**src/rtl/fpd_defs.svh**
```systemverilog
// Offsets, field positions, reset values and timing counts of the failure point monitor.
// Behaviour
// - idle while execution off, else time interval
// - timeout raises alarm numbered by control, 00 none
// - timeout writes first OFF condition address
// - highest line, leftmost condition is chosen
// - timeout sets the timeout flag
// - control bit 15 selects ASCII address plus message
// - word 0 flags address present and NC
// - binary code carries area, word and bit
// - timer/counter code bit 09 marks counter
// - binary bit-number bit 03 is stored inverted
// - IR/SR bit 13 marks upper word range
// - message words 1-4 hold space, address, hyphen, contact
// - words 5-8 hold the user message
// - auto tune stores 1.5 times interval, no alarm
// - constant monitoring time is never rewritten
// - error flag on bad time or control word
// - error flag on bad indirect word
`ifndef FPD_DEFS_SVH
`define FPD_DEFS_SVH
`define FPD_NCOND 4
`define FPD_A_CTRL 8'h00
`define FPD_A_TIME 8'h04
`define FPD_A_COND 8'h08
`define FPD_A_STAT 8'h0c
`define FPD_A_ELAP 8'h10
`define FPD_A_ADDR0 8'h20
`define FPD_A_ADDRL 8'h2c
`define FPD_A_RES0 8'h40
`define FPD_A_RESL 8'h60
`define FPD_C_CONST 16
`define FPD_C_TWORD 17
`define FPD_C_TUNE 18
`define FPD_C_INDF 19
`define FPD_CW_MSG 15
`define FPD_S_TO 0
`define FPD_S_AL 2
`define FPD_RST_T 16'h0000
`define FPD_UNIT_MS 100
`define FPD_CLK_MHZ 100
`define FPD_TICK_CYC (`FPD_UNIT_MS * 1000 * `FPD_CLK_MHZ)
`define FPD_T_MAX 14'h270f
`define FPD_CODE_IR 2'b10
`define FPD_CODE_EXT 4'b1001
`define FPD_ASC_SP 8'h20
`define FPD_ASC_HY 8'h2d
`define FPD_ASC_0 8'h30
`define FPD_OKAY 2'b00
`define FPD_SLVERR 2'b10
`endif

```
**src/rtl/fpd_pkg.sv**
```systemverilog
// Types shared by the failure point monitor.
package fpd_pkg;
	typedef enum logic [2:0] {FPD_IR = 3'h0, FPD_HR = 3'h1, FPD_LR = 3'h2, FPD_TIM = 3'h3, FPD_CNT = 3'h4} fpd_area_e;
	typedef struct packed {
		fpd_area_e area;
		logic [8:0] num;
		logic [3:0] bitn;
	} fpd_addr_s;
	typedef struct packed {
		logic diag;
		logic exec;
		logic [3:0] nc;
		logic [3:0] val;
	} fpd_cond_s;
	typedef enum logic [1:0] {FPD_IDLE = 2'b00, FPD_TIMING = 2'b01, FPD_DONE = 2'b11, FPD_TUNING = 2'b10} fpd_state_e;
endpackage

```
**src/rtl/fpd_monitor.sv**
```systemverilog
// Failure point detection unit with an AXI4-Lite register slave.
`timescale 1ns/1ps
`include "fpd_defs.svh"
module fpd_monitor import fpd_pkg::*; #(
	parameter int unsigned TICK_CYC = `FPD_TICK_CYC
) (
	input wire logic aclk,
	input wire logic aresetn,
	input wire logic awvalid,
	output logic awready,
	input wire logic [7:0] awaddr,
	input wire logic wvalid,
	output logic wready,
	input wire logic [31:0] wdata,
	input wire logic [3:0] wstrb,
	output logic bvalid,
	input wire logic bready,
	output logic [1:0] bresp,
	input wire logic arvalid,
	output logic arready,
	input wire logic [7:0] araddr,
	output logic rvalid,
	input wire logic rready,
	output logic [31:0] rdata,
	output logic [1:0] rresp,
	output logic timeout_flag,
	output logic error_flag,
	output logic user_fault_alarm,
	output logic [7:0] alarm_num
);
	function automatic logic is_bcd(input logic [15:0] v);
		logic ok;
		ok = 1'b1;
		for (int i = 0; i < 4; i++) begin
			if (v[4*i +: 4] > 4'h9) ok = 1'b0;
		end
		return ok;
	endfunction

	function automatic logic [15:0] bin2bcd(input logic [13:0] v);
		logic [29:0] s;
		s = {16'h0000, v};
		for (int i = 0; i < 14; i++) begin
			for (int d = 0; d < 4; d++) begin
				if (s[14+4*d +: 4] > 4'h4) s[14+4*d +: 4] = s[14+4*d +: 4] + 4'h3;
			end
			s = s << 1;
		end
		return s[29:14];
	endfunction

	function automatic logic [31:0] merge(input logic [31:0] old, input logic [31:0] nw, input logic [3:0] st);
		logic [31:0] r;
		r = old;
		for (int i = 0; i < 4; i++) begin
			if (st[i]) r[8*i +: 8] = nw[8*i +: 8];
		end
		return r;
	endfunction

	// Bus and software register state.
	logic awv_reg, awv_next, wv_reg, wv_next, awready_reg, awready_next, wready_reg, wready_next;
	logic [7:0] awa_reg, awa_next;
	logic [31:0] wd_reg, wd_next;
	logic [3:0] ws_reg, ws_next;
	logic bvalid_reg, bvalid_next, arready_reg, arready_next, rvalid_reg, rvalid_next;
	logic [1:0] bresp_reg, bresp_next, rresp_reg, rresp_next;
	logic [31:0] rdata_reg, rdata_next;
	logic [19:0] ctrl_reg, ctrl_next;
	logic [15:0] t_reg, t_next;
	fpd_cond_s cond_reg, cond_next;
	fpd_addr_s addr_reg [`FPD_NCOND], addr_next [`FPD_NCOND];
	logic [15:0] msg_reg [4], msg_next [4];
	logic to_reg, to_next, al_reg, al_next;
	logic [7:0] alnum_reg, alnum_next;
	// Core state.
	fpd_state_e state_reg, state_next;
	logic [31:0] div_reg, div_next;
	logic [15:0] elap_reg, elap_next;
	logic er_reg, er_next, to_evt_reg, to_evt_next, al_evt_reg, al_evt_next, tw_reg, tw_next;
	logic [15:0] tv_reg, tv_next;
	logic [15:0] res_reg [5], res_next [5];

	logic [15:0] cw, t_bin;
	logic err, found, tick, sel_nc;
	logic [3:0] off_vec, bitx;
	logic [1:0] sel;
	fpd_addr_s sa;
	logic [15:0] code, dn, db;
	logic [7:0] asc [5];
	logic [17:0] x15;
	logic [13:0] tune_bin;

	assign cw = ctrl_reg[15:0];
	assign t_bin = 16'(t_reg[15:12]) * 16'd1000 + 16'(t_reg[11:8]) * 16'd100 + 16'(t_reg[7:4]) * 16'd10
		+ 16'(t_reg[3:0]);
	assign err = !is_bcd(t_reg) || !ctrl_reg[`FPD_C_CONST] || !is_bcd({8'h00, cw[7:0]})
		|| ctrl_reg[`FPD_C_INDF];
	assign off_vec = ~(cond_reg.val ^ cond_reg.nc);
	assign found = |off_vec;
	assign tick = div_reg == TICK_CYC - 1;
	assign x15 = (18'(elap_reg) * 18'd3) >> 1;
	assign tune_bin = (x15 > 18'(`FPD_T_MAX)) ? `FPD_T_MAX : x15[13:0];

	// Lowest index is the highest line, nearest the left bus bar.
	always_comb begin
		sel = 2'd0;
		for (int i = `FPD_NCOND - 1; i >= 0; i--) begin
			if (off_vec[i]) sel = 2'(i);
		end
	end

	assign sa = addr_reg[sel];
	assign sel_nc = cond_reg.nc[sel];
	assign bitx = {~sa.bitn[3], sa.bitn[2:0]};
	assign dn = bin2bcd(14'(sa.num));
	assign db = bin2bcd(14'(sa.bitn));

	always_comb begin
		case (sa.area)
			FPD_IR: code = {`FPD_CODE_IR, sa.num[8], 1'b0, sa.num[7:0], bitx};
			FPD_HR: code = {`FPD_CODE_EXT, 1'b1, sa.num[6:0], bitx};
			FPD_LR: code = {`FPD_CODE_EXT, 2'b00, sa.num[5:0], bitx};
			FPD_TIM: code = {`FPD_CODE_EXT, 2'b01, 1'b0, sa.num};
			FPD_CNT: code = {`FPD_CODE_EXT, 2'b01, 1'b1, sa.num};
			default: code = 16'h0000;
		endcase
		asc[0] = `FPD_ASC_0 | {4'h0, dn[11:8]};
		asc[1] = `FPD_ASC_0 | {4'h0, dn[7:4]};
		asc[2] = `FPD_ASC_0 | {4'h0, dn[3:0]};
		asc[3] = `FPD_ASC_0 | {4'h0, db[7:4]};
		asc[4] = `FPD_ASC_0 | {4'h0, db[3:0]};
	end

	always_comb begin
		state_next = state_reg;
		div_next = div_reg;
		elap_next = elap_reg;
		er_next = er_reg;
		to_evt_next = 1'b0;
		al_evt_next = 1'b0;
		tw_next = 1'b0;
		tv_next = tv_reg;
		res_next = res_reg;
		if ((state_reg == FPD_TIMING || state_reg == FPD_TUNING) && !cond_reg.diag) begin
			div_next = tick ? 32'h0000_0000 : div_reg + 32'h0000_0001;
			if (tick && elap_reg != 16'hffff) elap_next = elap_reg + 16'h0001;
		end
		case (state_reg)
			FPD_IDLE: begin
				if (cond_reg.exec) begin
					er_next = err;
					if (!err) begin
						state_next = FPD_TIMING;
						div_next = 32'h0000_0000;
						elap_next = 16'h0000;
					end
				end
			end
			FPD_TIMING: begin
				if (!cond_reg.exec) begin
					state_next = FPD_IDLE;
				end else if (cond_reg.diag) begin
					state_next = FPD_DONE;
				end else if (elap_reg > t_bin) begin
					to_evt_next = 1'b1;
					al_evt_next = !ctrl_reg[`FPD_C_TUNE] && cw[7:0] != 8'h00;
					state_next = (ctrl_reg[`FPD_C_TUNE] && ctrl_reg[`FPD_C_TWORD]) ? FPD_TUNING : FPD_DONE;
					res_next[0] = {found, found & sel_nc, 14'h0000};
					if (!found) begin
						for (int i = 1; i < 5; i++) res_next[i] = 16'h0000;
					end else if (cw[`FPD_CW_MSG]) begin
						res_next[1] = {`FPD_ASC_SP, asc[0]};
						res_next[2] = {asc[1], asc[2]};
						res_next[3] = {asc[3], asc[4]};
						res_next[4] = {`FPD_ASC_HY, `FPD_ASC_0 | {7'h00, sel_nc}};
					end else begin
						res_next[1] = code;
					end
				end
			end
			FPD_TUNING: begin
				if (!cond_reg.exec) begin
					state_next = FPD_IDLE;
				end else if (cond_reg.diag) begin
					tw_next = 1'b1;
					tv_next = bin2bcd(tune_bin);
					state_next = FPD_DONE;
				end
			end
			FPD_DONE: begin
				if (!cond_reg.exec) state_next = FPD_IDLE;
			end
			default: state_next = FPD_IDLE;
		endcase
	end

	always_ff @(posedge aclk) begin
		if (!aresetn) begin
			state_reg <= FPD_IDLE;
			div_reg <= 32'h0000_0000;
			elap_reg <= 16'h0000;
			er_reg <= 1'b0;
			to_evt_reg <= 1'b0;
			al_evt_reg <= 1'b0;
			tw_reg <= 1'b0;
			tv_reg <= 16'h0000;
			for (int i = 0; i < 5; i++) res_reg[i] <= 16'h0000;
		end else begin
			state_reg <= state_next;
			div_reg <= div_next;
			elap_reg <= elap_next;
			er_reg <= er_next;
			to_evt_reg <= to_evt_next;
			al_evt_reg <= al_evt_next;
			tw_reg <= tw_next;
			tv_reg <= tv_next;
			res_reg <= res_next;
		end
	end

	logic do_wr;
	logic [31:0] wm;
	logic [7:0] ra;
	logic [3:0] ri;
	assign do_wr = awv_reg && wv_reg && !bvalid_reg;
	assign ra = {araddr[7:2], 2'b00};
	assign ri = 4'((ra - `FPD_A_RES0) >> 2);

	always_comb begin
		awv_next = awv_reg || (awvalid && awready_reg);
		wv_next = wv_reg || (wvalid && wready_reg);
		awa_next = (awvalid && awready_reg) ? {awaddr[7:2], 2'b00} : awa_reg;
		wd_next = (wvalid && wready_reg) ? wdata : wd_reg;
		ws_next = (wvalid && wready_reg) ? wstrb : ws_reg;
		bvalid_next = bvalid_reg && !bready;
		bresp_next = bresp_reg;
		ctrl_next = ctrl_reg;
		t_next = t_reg;
		cond_next = cond_reg;
		addr_next = addr_reg;
		msg_next = msg_reg;
		to_next = to_reg;
		al_next = al_reg;
		alnum_next = alnum_reg;
		wm = 32'h0000_0000;
		if (do_wr) begin
			awv_next = 1'b0;
			wv_next = 1'b0;
			bvalid_next = 1'b1;
			bresp_next = `FPD_OKAY;
			if (awa_reg == `FPD_A_CTRL) begin
				ctrl_next = 20'(merge({12'h000, ctrl_reg}, wd_reg, ws_reg));
			end else if (awa_reg == `FPD_A_TIME) begin
				t_next = 16'(merge({16'h0000, t_reg}, wd_reg, ws_reg));
			end else if (awa_reg == `FPD_A_COND) begin
				cond_next = fpd_cond_s'(10'(merge({22'h000000, cond_reg}, wd_reg, ws_reg)));
			end else if (awa_reg == `FPD_A_STAT) begin
				wm = ws_reg[0] ? wd_reg : 32'h0000_0000;
				if (wm[`FPD_S_TO]) to_next = 1'b0;
				if (wm[`FPD_S_AL]) al_next = 1'b0;
			end else if (awa_reg >= `FPD_A_ADDR0 && awa_reg <= `FPD_A_ADDRL) begin
				addr_next[awa_reg[3:2]] = fpd_addr_s'(16'(merge({16'h0000, addr_reg[awa_reg[3:2]]}, wd_reg, ws_reg)));
			end else if (awa_reg >= `FPD_A_RES0 + 8'h14 && awa_reg <= `FPD_A_RESL) begin
				wm = merge({16'h0000, msg_reg[2'(awa_reg[3:2] - 2'd1)]}, wd_reg, ws_reg);
				msg_next[2'(awa_reg[3:2] - 2'd1)] = wm[15:0];
			end else if (awa_reg != `FPD_A_ELAP && !(awa_reg >= `FPD_A_RES0 && awa_reg <= `FPD_A_RESL)) begin
				bresp_next = `FPD_SLVERR;
			end
		end
		if (tw_reg) t_next = tv_reg;
		if (to_evt_reg) to_next = 1'b1;
		if (al_evt_reg) begin
			al_next = 1'b1;
			alnum_next = cw[7:0];
		end
		awready_next = !awv_next && !bvalid_next;
		wready_next = !wv_next && !bvalid_next;
		rvalid_next = rvalid_reg && !rready;
		rdata_next = rdata_reg;
		rresp_next = rresp_reg;
		if (arvalid && arready_reg) begin
			rvalid_next = 1'b1;
			rresp_next = `FPD_OKAY;
			rdata_next = 32'h0000_0000;
			if (ra == `FPD_A_CTRL) rdata_next = {12'h000, ctrl_reg};
			else if (ra == `FPD_A_TIME) rdata_next = {16'h0000, t_reg};
			else if (ra == `FPD_A_COND) rdata_next = {22'h000000, cond_reg};
			else if (ra == `FPD_A_STAT) rdata_next = {14'h0000, state_reg, alnum_reg, 5'h00, al_reg, er_reg, to_reg};
			else if (ra == `FPD_A_ELAP) rdata_next = {16'h0000, elap_reg};
			else if (ra >= `FPD_A_ADDR0 && ra <= `FPD_A_ADDRL) rdata_next = {16'h0000, addr_reg[ra[3:2]]};
			else if (ra >= `FPD_A_RES0 && ra <= `FPD_A_RESL)
				rdata_next = {16'h0000, (ri < 4'd5) ? res_reg[3'(ri)] : msg_reg[2'(ri - 4'd5)]};
			else rresp_next = `FPD_SLVERR;
		end
		arready_next = !rvalid_next;
	end

	always_ff @(posedge aclk) begin
		if (!aresetn) begin
			awv_reg <= 1'b0;
			wv_reg <= 1'b0;
			awa_reg <= 8'h00;
			wd_reg <= 32'h0000_0000;
			ws_reg <= 4'h0;
			awready_reg <= 1'b0;
			wready_reg <= 1'b0;
			bvalid_reg <= 1'b0;
			bresp_reg <= 2'b00;
			arready_reg <= 1'b0;
			rvalid_reg <= 1'b0;
			rdata_reg <= 32'h0000_0000;
			rresp_reg <= 2'b00;
			ctrl_reg <= 20'h00000;
			t_reg <= `FPD_RST_T;
			cond_reg <= '0;
			for (int i = 0; i < 4; i++) begin
				addr_reg[i] <= '0;
				msg_reg[i] <= 16'h0000;
			end
			to_reg <= 1'b0;
			al_reg <= 1'b0;
			alnum_reg <= 8'h00;
		end else begin
			awv_reg <= awv_next;
			wv_reg <= wv_next;
			awa_reg <= awa_next;
			wd_reg <= wd_next;
			ws_reg <= ws_next;
			awready_reg <= awready_next;
			wready_reg <= wready_next;
			bvalid_reg <= bvalid_next;
			bresp_reg <= bresp_next;
			arready_reg <= arready_next;
			rvalid_reg <= rvalid_next;
			rdata_reg <= rdata_next;
			rresp_reg <= rresp_next;
			ctrl_reg <= ctrl_next;
			t_reg <= t_next;
			cond_reg <= cond_next;
			addr_reg <= addr_next;
			msg_reg <= msg_next;
			to_reg <= to_next;
			al_reg <= al_next;
			alnum_reg <= alnum_next;
		end
	end

	assign awready = awready_reg;
	assign wready = wready_reg;
	assign bvalid = bvalid_reg;
	assign bresp = bresp_reg;
	assign arready = arready_reg;
	assign rvalid = rvalid_reg;
	assign rdata = rdata_reg;
	assign rresp = rresp_reg;
	assign timeout_flag = to_reg;
	assign error_flag = er_reg;
	assign user_fault_alarm = al_reg;
	assign alarm_num = alnum_reg;
endmodule

```
**config.mk**
```make
export PLATFORM = sky130hd
export DESIGN_NAME = fpd_monitor
export DESIGN_NICKNAME = d
export VERILOG_FILES = /design/src/rtl/fpd_pkg.sv /design/src/rtl/fpd_monitor.sv
export VERILOG_INCLUDE_DIRS = /design/src /design/src/rtl
export SDC_FILE = /design/constraint.sdc
export NUM_CORES = 1
export LEC_CHECK = 0
export CAP_MARGIN = 20
export CORE_ASPECT_RATIO = 1.5
export CORE_MARGIN = 2
export CORE_UTILIZATION = 54
export DETAILED_ROUTE_END_ITERATION = 7
export DONT_BUFFER_PORTS = 1
export GPL_ROUTABILITY_DRIVEN = 1
export PLACE_DENSITY_LB_ADDON = 0.1
export SLEW_MARGIN = 10
export SYNTH_ARGS = -nofsm -noshare
export SYNTH_HDL_FRONTEND = slang
export SYNTH_SLANG_ARGS = --single-unit
```
**constraint.sdc**
```tcl
create_clock -name aclk -period 14.9 [get_ports aclk]
set_clock_uncertainty 0.1 [all_clocks]
set_input_delay 0 -clock aclk [delete_from_list [all_inputs] [get_ports aclk]]
set_output_delay 0 -clock aclk [all_outputs]
set_load 0.02 [all_outputs]
```
# Word-level counts from Yosys, hierarchy flattened
# Index checks and enable logic that the tools add are counted.
[classes]
add_sub_neg = 82
multipliers = 4
magnitude_cmp = 101
n_eq_ne = 30
muxes = 349
bitwise_logic = 20
n_reduce_logical = 75
[op_table]
columns = ["cell", "n"]
rows = [
  ["2-to-1 mux 4 bit", 158],
  ["2-to-1 mux 16 bit", 28],
  ["greater-than comparator 4 x 3 -> 1 bit, second input constant", 68],
  ["2-to-1 mux 8 bit", 32],
  ["adder 4 x 2 -> 4 bit, second input constant", 51],
  ["binary-select mux 16 bit (select 2 bit)", 5],
  ["2-to-1 mux 32 bit", 5],
  ["2-to-1 mux 3 bit", 52],
  ["bitwise mux 64 bit", 2],
  ["case mux 16 bit (5 select lines)", 1],
  ["demux 16 bit (select 2 bit)", 2],
  ["2-to-1 mux 64 bit", 1],
  ["2-to-1 mux 18 bit", 3],
  ["2-to-1 mux 2 bit", 26],
  ["adder 3 x 2 -> 3 bit, second input constant", 17],
  ["binary-select mux 16 bit (select 3 bit)", 1],
  ["2-to-1 mux 48 bit", 1],
  ["adder 32 x 1 -> 32 bit, second input constant", 1],
  ["equality test 32 x 24 -> 1 bit, second input constant", 1],
  ["2-to-1 mux 1 bit", 28],
  ["equality test 6 x 2 -> 1 bit, second input constant", 4],
  ["greater-or-equal comparator 8 x 7 -> 1 bit, second input constant", 3],
  ["greater-than comparator 4 bit, second input constant", 6],
  ["!= test 2 bit, second input constant", 11],
  ["61 further kinds", 154],
]
[totals]
register_bits = 392
out_inout_bits = 52
word_cells = 715

# Depth between registers and ports, before layout
[depth]
word_depth = 65
ltp_mapped = 60
ltp_nobuf = 56

# Worst setup path before layout
# Ideal clock, no wire load.
[synth_timing]
kind = "reg2reg"
startpoint = "reg elap_reg[1]"
endpoint = "reg tv_reg[2]"
arrival_ns = 11.400
path_slack_ns = 3.338
stages_incl_launch_ff = 53
cell_sequence = "dfxtp_1 > ha_1 > fa_1 > a211oi_1 > o211ai_2 > a21o_1 > a211oi_1 > nor4_4 > nand2_1 > ha_1 > inv_1 > ha_1 > clkbuf_1 > or4b_2 > o211ai_1 > mux2_2 > or3_4 > nand2_2 > [17 not listed] > nand2_1 > ha_1 > clkbuf_1 > inv_1 > a2111oi_2 > a211oi_1 > xnor2_1 > ha_1 > nor2_1 > a211oi_2 > nand2_1 > xor2_1 > ha_1 > o31ai_4 > xor2_1 > ha_1 > or4_1 > nand3_1"
[synth_via]
elab_chain_len = 65
word_cells_on_any_way = 78
[synth_rtl]
columns = ["item", "line_no", "source"]
rows = [
  ["start: declaration", "fpd_monitor.sv:79", "logic [15:0] elap_reg, elap_next;"],
  ["start signal: assignment", "fpd_monitor.sv:212", "elap_reg <= elap_next;"],
  ["multiplier 16 x 2 -> 18 bit (*)", "fpd_monitor.sv:102", "assign x15 = (18'(elap_reg) * 18'd3) >> 1;"],
  ["greater-than comparator 17 x 14 -> 1 bit", "fpd_monitor.sv:103", "assign tune_bin = (x15 > 18'(`FPD_T_MAX)) ? `FPD_T_MAX : x15[13:0];"],
  ["2-to-1 mux 14 bit (*)", "fpd_monitor.sv:103", ""],
  ["greater-than comparator 1 x 3 -> 1 bit or adder 1 x 2 -> 3 bit (tied branches)", "fpd_monitor.sv:45", "if (s[14+4*d +: 4] > 4'h4) s[14+4*d +: 4] = s[14+4*d +: 4] + 4'h3;"],
  ["2-to-1 mux 4 bit", "fpd_monitor.sv:45", ""],
  ["2-to-1 mux 4 bit", "fpd_monitor.sv:185", "end else if (cond_reg.diag) begin"],
  ["2-to-1 mux 4 bit", "fpd_monitor.sv:183", "if (!cond_reg.exec) begin"],
  ["2-to-1 mux 4 bit", "fpd_monitor.sv:149", "case (state_reg)"],
  ["[49 not listed]", "n/a", ""],
  ["2-to-1 mux 4 bit", "fpd_monitor.sv:149", ""],
  ["greater-than comparator 4 x 3 -> 1 bit or adder 4 x 2 -> 4 bit (tied branches)", "fpd_monitor.sv:45", ""],
  ["2-to-1 mux 4 bit", "fpd_monitor.sv:45", ""],
  ["2-to-1 mux 4 bit", "fpd_monitor.sv:185", ""],
  ["2-to-1 mux 4 bit", "fpd_monitor.sv:183", ""],
  ["2-to-1 mux 4 bit", "fpd_monitor.sv:149", ""],
  ["adder 4 x 2 -> 4 bit or greater-than comparator 4 x 3 -> 1 bit (tied branches)", "fpd_monitor.sv:45", ""],
  ["2-to-1 mux 4 bit (*)", "fpd_monitor.sv:45", ""],
  ["end signal: assignment", "fpd_monitor.sv:217", "tv_reg <= tv_next;"],
  ["end: declaration", "fpd_monitor.sv:81", "logic [15:0] tv_reg, tv_next;"],
]
# Every way passes the cells marked *; elsewhere a longest branch is shown, timed or not. The select of a mux whose other input is x is not followed.
# A chain may end at the register's enable or synchronous reset.

# Final worst setup path
[layout_timing]
startpoint = "reg elap_reg[1]"
endpoint = "reg tv_reg[10]"
[layout_via]
elab_chain_len = 65
word_cells_on_any_way = 186
[layout_rtl]
columns = ["item", "line_no"]
rows = [
  ["multiplier 16 x 2 -> 18 bit (*)", "fpd_monitor.sv:102"],
  ["greater-than comparator 17 x 14 -> 1 bit", "fpd_monitor.sv:103"],
  ["2-to-1 mux 14 bit (*)", "fpd_monitor.sv:103"],
  ["greater-than comparator 1 x 3 -> 1 bit or adder 1 x 2 -> 3 bit (tied branches)", "fpd_monitor.sv:45"],
  ["2-to-1 mux 4 bit", "fpd_monitor.sv:45"],
  ["2-to-1 mux 4 bit", "fpd_monitor.sv:185"],
  ["2-to-1 mux 4 bit", "fpd_monitor.sv:183"],
  ["2-to-1 mux 4 bit", "fpd_monitor.sv:149"],
  ["[49 not listed]", "n/a"],
  ["2-to-1 mux 4 bit", "fpd_monitor.sv:149"],
  ["adder 4 x 2 -> 4 bit or greater-than comparator 4 x 3 -> 1 bit (tied branches)", "fpd_monitor.sv:45"],
  ["2-to-1 mux 4 bit", "fpd_monitor.sv:45"],
  ["2-to-1 mux 4 bit", "fpd_monitor.sv:185"],
  ["2-to-1 mux 4 bit", "fpd_monitor.sv:183"],
  ["2-to-1 mux 4 bit", "fpd_monitor.sv:149"],
  ["adder 4 x 2 -> 4 bit or greater-than comparator 4 x 3 -> 1 bit (tied branches)", "fpd_monitor.sv:45"],
  ["2-to-1 mux 4 bit (*)", "fpd_monitor.sv:45"],
]
# Marked as above.

==> results.rst <==
.. list-table::
   :header-rows: 1

   * - Metric
     - Value
   * - Endpoints failing setup
     - 0
   * - Min-Delay Path Depth
     - 4
   * - Std-Cell Rows
     - between 90 and 100
   * - Via count normalized by instance count
     - between 6 and 7
   * - Count of synthesis-stage warnings from yosys
     - 0
   * - Synth async-reset ratio
     - 0%
   * - # fillers
     - slightly below 4,000
   * - I/O pin cnt
     - roughly 110
   * - Critical Path Fanout Max
     - 16
   * - Cell repeated most along the worst path
     - sky130_fd_sc_hd__ha_1
   * - Sequential fraction of the synthesis area
     - between 20 and 30%
   * - Final routed DRC violation total
     - 0
   * - Synth-to-layout area growth
     - 8.27%
   * - CTS Root Buffer Type
     - sky130_fd_sc_hd__clkbuf_16
   * - Number of instances in the synthesized netlist
     - 2,735
   * - Nets@finish
     - just under 3,000
   * - Reg2reg start
     - elap_reg[1]
   * - Critical Path Source Type
     - flop
   * - GRT Overall Usage
     - 30.9%
   * - Slew headroom
     - between 10% and 20%
   * - Slew @ Worst Pin
     - around 1200 ps
   * - Worst-Skew Late Latency
     - around 560 ps
   * - Met2 wire length
     - about 36 mm
   * - Setup tns final
     - 0 ps
   * - Number of H-tree levels
     - 2
   * - TritonCTS clock tree
     - done
   * - Hold path start
     - araddr[6]
   * - Via count of the first global-routing pass
     - ~20,000
   * - Slowest CP cell
     - sky130_fd_sc_hd__or4b_2
   * - Run status
     - finished clean
   * - Highest cell delay on the worst timing path
     - approximately 660 ps
   * - Setup repair after global routing missed its margin
     - no
   * - Worst supply voltage drop on vdd
     - 0.0994 mV
   * - Top sig layer
     - met4
   * - Pin count of the biggest net entering global routing
     - roughly 150
   * - Minimum clock period after layout
     - ~13,000 ps
   * - Final weighted congestion in routability-driven placement
     - approximately 0.96
   * - Worst reg2reg endpoint
     - tv_reg[10]
   * - Data arrival time of the critical path
     - 13,500 ps
   * - First-pass GRT wire length
     - about 110 mm
   * - Clock slew seen by the registers of the worst setup and hold paths
     - 60 ps
   * - Floorplan die area
     - about 45,000 µm²
   * - DIE HEIGHT
     - between 200 and 300 µm
   * - Number of vias in the routed layout
     - ~21,000
   * - Detailed-routing iteration count for the pre-antenna-repair pass
     - 7
   * - Routed met1 length
     - roughly 26 mm
   * - Critical Path Sink Type
     - flop
   * - Final count of pins violating max slew
     - 0
   * - Setup CP Type
     - reg2reg
   * - Fmax achieved
     - ~0.076 GHz
   * - Count of state elements after synthesis
     - 344
   * - Total power of the final layout
     - between 1.5 and 2 mW
   * - Max Cap Violations
     - 0
   * - Number of failing hold endpoints at the final stage
     - 0
   * - Total length of routed met3 wires
     - 3.46 mm
   * - Most frequent cells in the layout
     - sky130_fd_sc_hd__nor2_1 (384), sky130_fd_sc_hd__dfxtp_1 (343), sky130_fd_sc_hd__nand2_1 (216), sky130_fd_sc_hd__a211oi_1 (171), sky130_fd_sc_hd__a21oi_1 (166)
   * - Total wire length
     - just over 70 mm
   * - Proportion of layout cells with a drive suffix above 1
     - a little under a tenth
   * - Slack of the worst reg-to-reg path
     - approximately 1800 ps
   * - Cell Area, Synth
     - between 20,000 and 25,000 µm²
   * - Remaining global-route overflow
     - 0
   * - Worst reg-to-reg path cell count
     - 48
   * - Most common cell after layout, fill and taps aside
     - sky130_fd_sc_hd__nor2_1
   * - Worst hold endpoint
     - rresp[1]
   * - Iter 0 DRT Violations
     - roughly 1,700
   * - Input/output buffers
     - 0
   * - Number of sinks handled by clock tree synthesis
     - approximately 340
   * - Min-Delay Path Class
     - in2reg
   * - Average wire per cell in the routed design
     - 21.5 µm
   * - Initial antenna violation count
     - 1
   * - Area inside the core boundary
     - 43,100 µm²
   * - Post-DRT Antenna Nets
     - 0
   * - Data required time at the worst endpoint
     - 15,280 ps
   * - Detailed placer's ending HPWL
     - slightly above 50 mm
   * - Num CTS Buffers
     - 37
   * - Avg Synthesized Cell Area
     - 8.61 µm²
   * - Ratio of final minimum period to clock period
     - ~90%
   * - Count of flip-flops with a built-in enable after synthesis
     - 0
   * - Number of unique standard cell types used by synthesis
     - between 100 and 150
   * - Leakage component of the power
     - 9.60 nW
   * - Power density over the cells
     - ~78 nW/µm²
   * - Buffer depth of the longest clock path
     - 3
   * - Main flop type after synthesis
     - sky130_fd_sc_hd__dfxtp_1
   * - Starting density of the core
     - 54.7%
   * - Die Wd
     - between 150 and 200 µm
-- layer usage --
metal	global-route usage [%]	vias up
met3	4.65	213
met1	33.3	9958
met5	0	-
li1	-	9903
met2	56.6	623
met4	19.4	0
-- how the worst max path moves through the flow --
stage | startpoint | to | slack (ps) | cells after the start
final | elap_reg[1] | tv_reg[10] | 1790 | 48
after global routing | elap_reg[1] | tv_reg[10] | 690 | 52
after CTS | elap_reg[1] | tv_reg[10] | 1710 | 46
after detailed placement | elap_reg[1] | tv_reg[10] | 1810 | 46
after global placement | elap_reg[1] | tv_reg[10] | 2100 | 44
after floorplan | elap_reg[1] | tv_reg[2] | 3340 | 52
-- critical path, delay by kind of cell (launching register included) --
kind / cells / cell delay [ps]
AND/OR/NAND/NOR: 11 / 3000
multiplexers: 3 / 1010
adder cells (fa/ha/maj): 10 / 3290
buffers and inverters: 3 / 320
XOR/XNOR: 1 / 330
flip-flops: 1 / 410
AO/OA/AOI/OAI: 20 / 4590
-- area by class of cell --
type	instances	area (µm²)	area share, %
inverter	114	438	1.72
timing repair buffer	77	693	2.72
sequential	344	6890	27.0
antenna	2	5.00	0.0196
clock buffer	54	1080	4.24
clock inverter	13	149	0.584
multi-input combinational	2111	15500	60.9
tap	570	713	2.80
-- Yosys cell counts, types with 43 or more instances --
| library cell | number | area, µm² |
|---|---|---|
| sky130_fd_sc_hd__nor2_1 | 384 | 1440 |
| sky130_fd_sc_hd__dfxtp_1 | 344 | 6890 |
| sky130_fd_sc_hd__nand2_1 | 216 | 811 |
| sky130_fd_sc_hd__a211oi_1 | 171 | 1280 |
| sky130_fd_sc_hd__a21oi_1 | 166 | 831 |
| sky130_fd_sc_hd__ha_1 | 151 | 1890 |
| sky130_fd_sc_hd__clkbuf_1 | 134 | 503 |
| sky130_fd_sc_hd__mux2i_1 | 116 | 1160 |
| sky130_fd_sc_hd__inv_1 | 110 | 413 |
| sky130_fd_sc_hd__o21ai_0 | 79 | 395 |
| sky130_fd_sc_hd__mux4_2 | 75 | 1690 |
| sky130_fd_sc_hd__nand3_1 | 57 | 285 |
| sky130_fd_sc_hd__xnor2_1 | 47 | 412 |
| sky130_fd_sc_hd__xor2_1 | 43 | 377 |
-- power by group --
part	switching, mW	internal (mW)	total, mW
Clock	0.403	0.542	0.945
Combinational	0.0592	0.0348	0.0940
Sequential	0.0214	0.928	0.950
Total	0.484	1.51	1.99
-- logic make-up after synthesis --
kind of cell	Yosys count	synth area share, %
compound gates	719	21.7
mux	212	13.1
buf+inv	296	5.18
fa+ha+maj	169	9.55
other cells	1	0.0159
xor+xnor	90	3.35
simple gates	904	17.8
flops	344	29.2
-- through the flow --
stage	hold WS [ps]	std cells	utilization, %	setup slack, ps	instance area (µm²)
6_report	10.8	3285	59.2	1790	25500
5_1_grt	44.7	3284	59.2	694	25500
2_1_floorplan	36.0	2751	-	3340	23600
3_5_place_dp	49.0	3166	55.2	1810	23800
4_1_cts	0.162	3281	59.2	1710	25500
3_3_place_gp	41.6	3166	55.2	2100	23800
-- repair_timing --
item | in CTS | in global routing
hold buffers | 48 | 0
setup endpoints to repair | 0 | 0
setup buffers | 0 | 0
hold endpoints to repair | 186 | 0
resized for setup | 0 | 0
No activity file was read; power rests on OpenSTA's default activity.
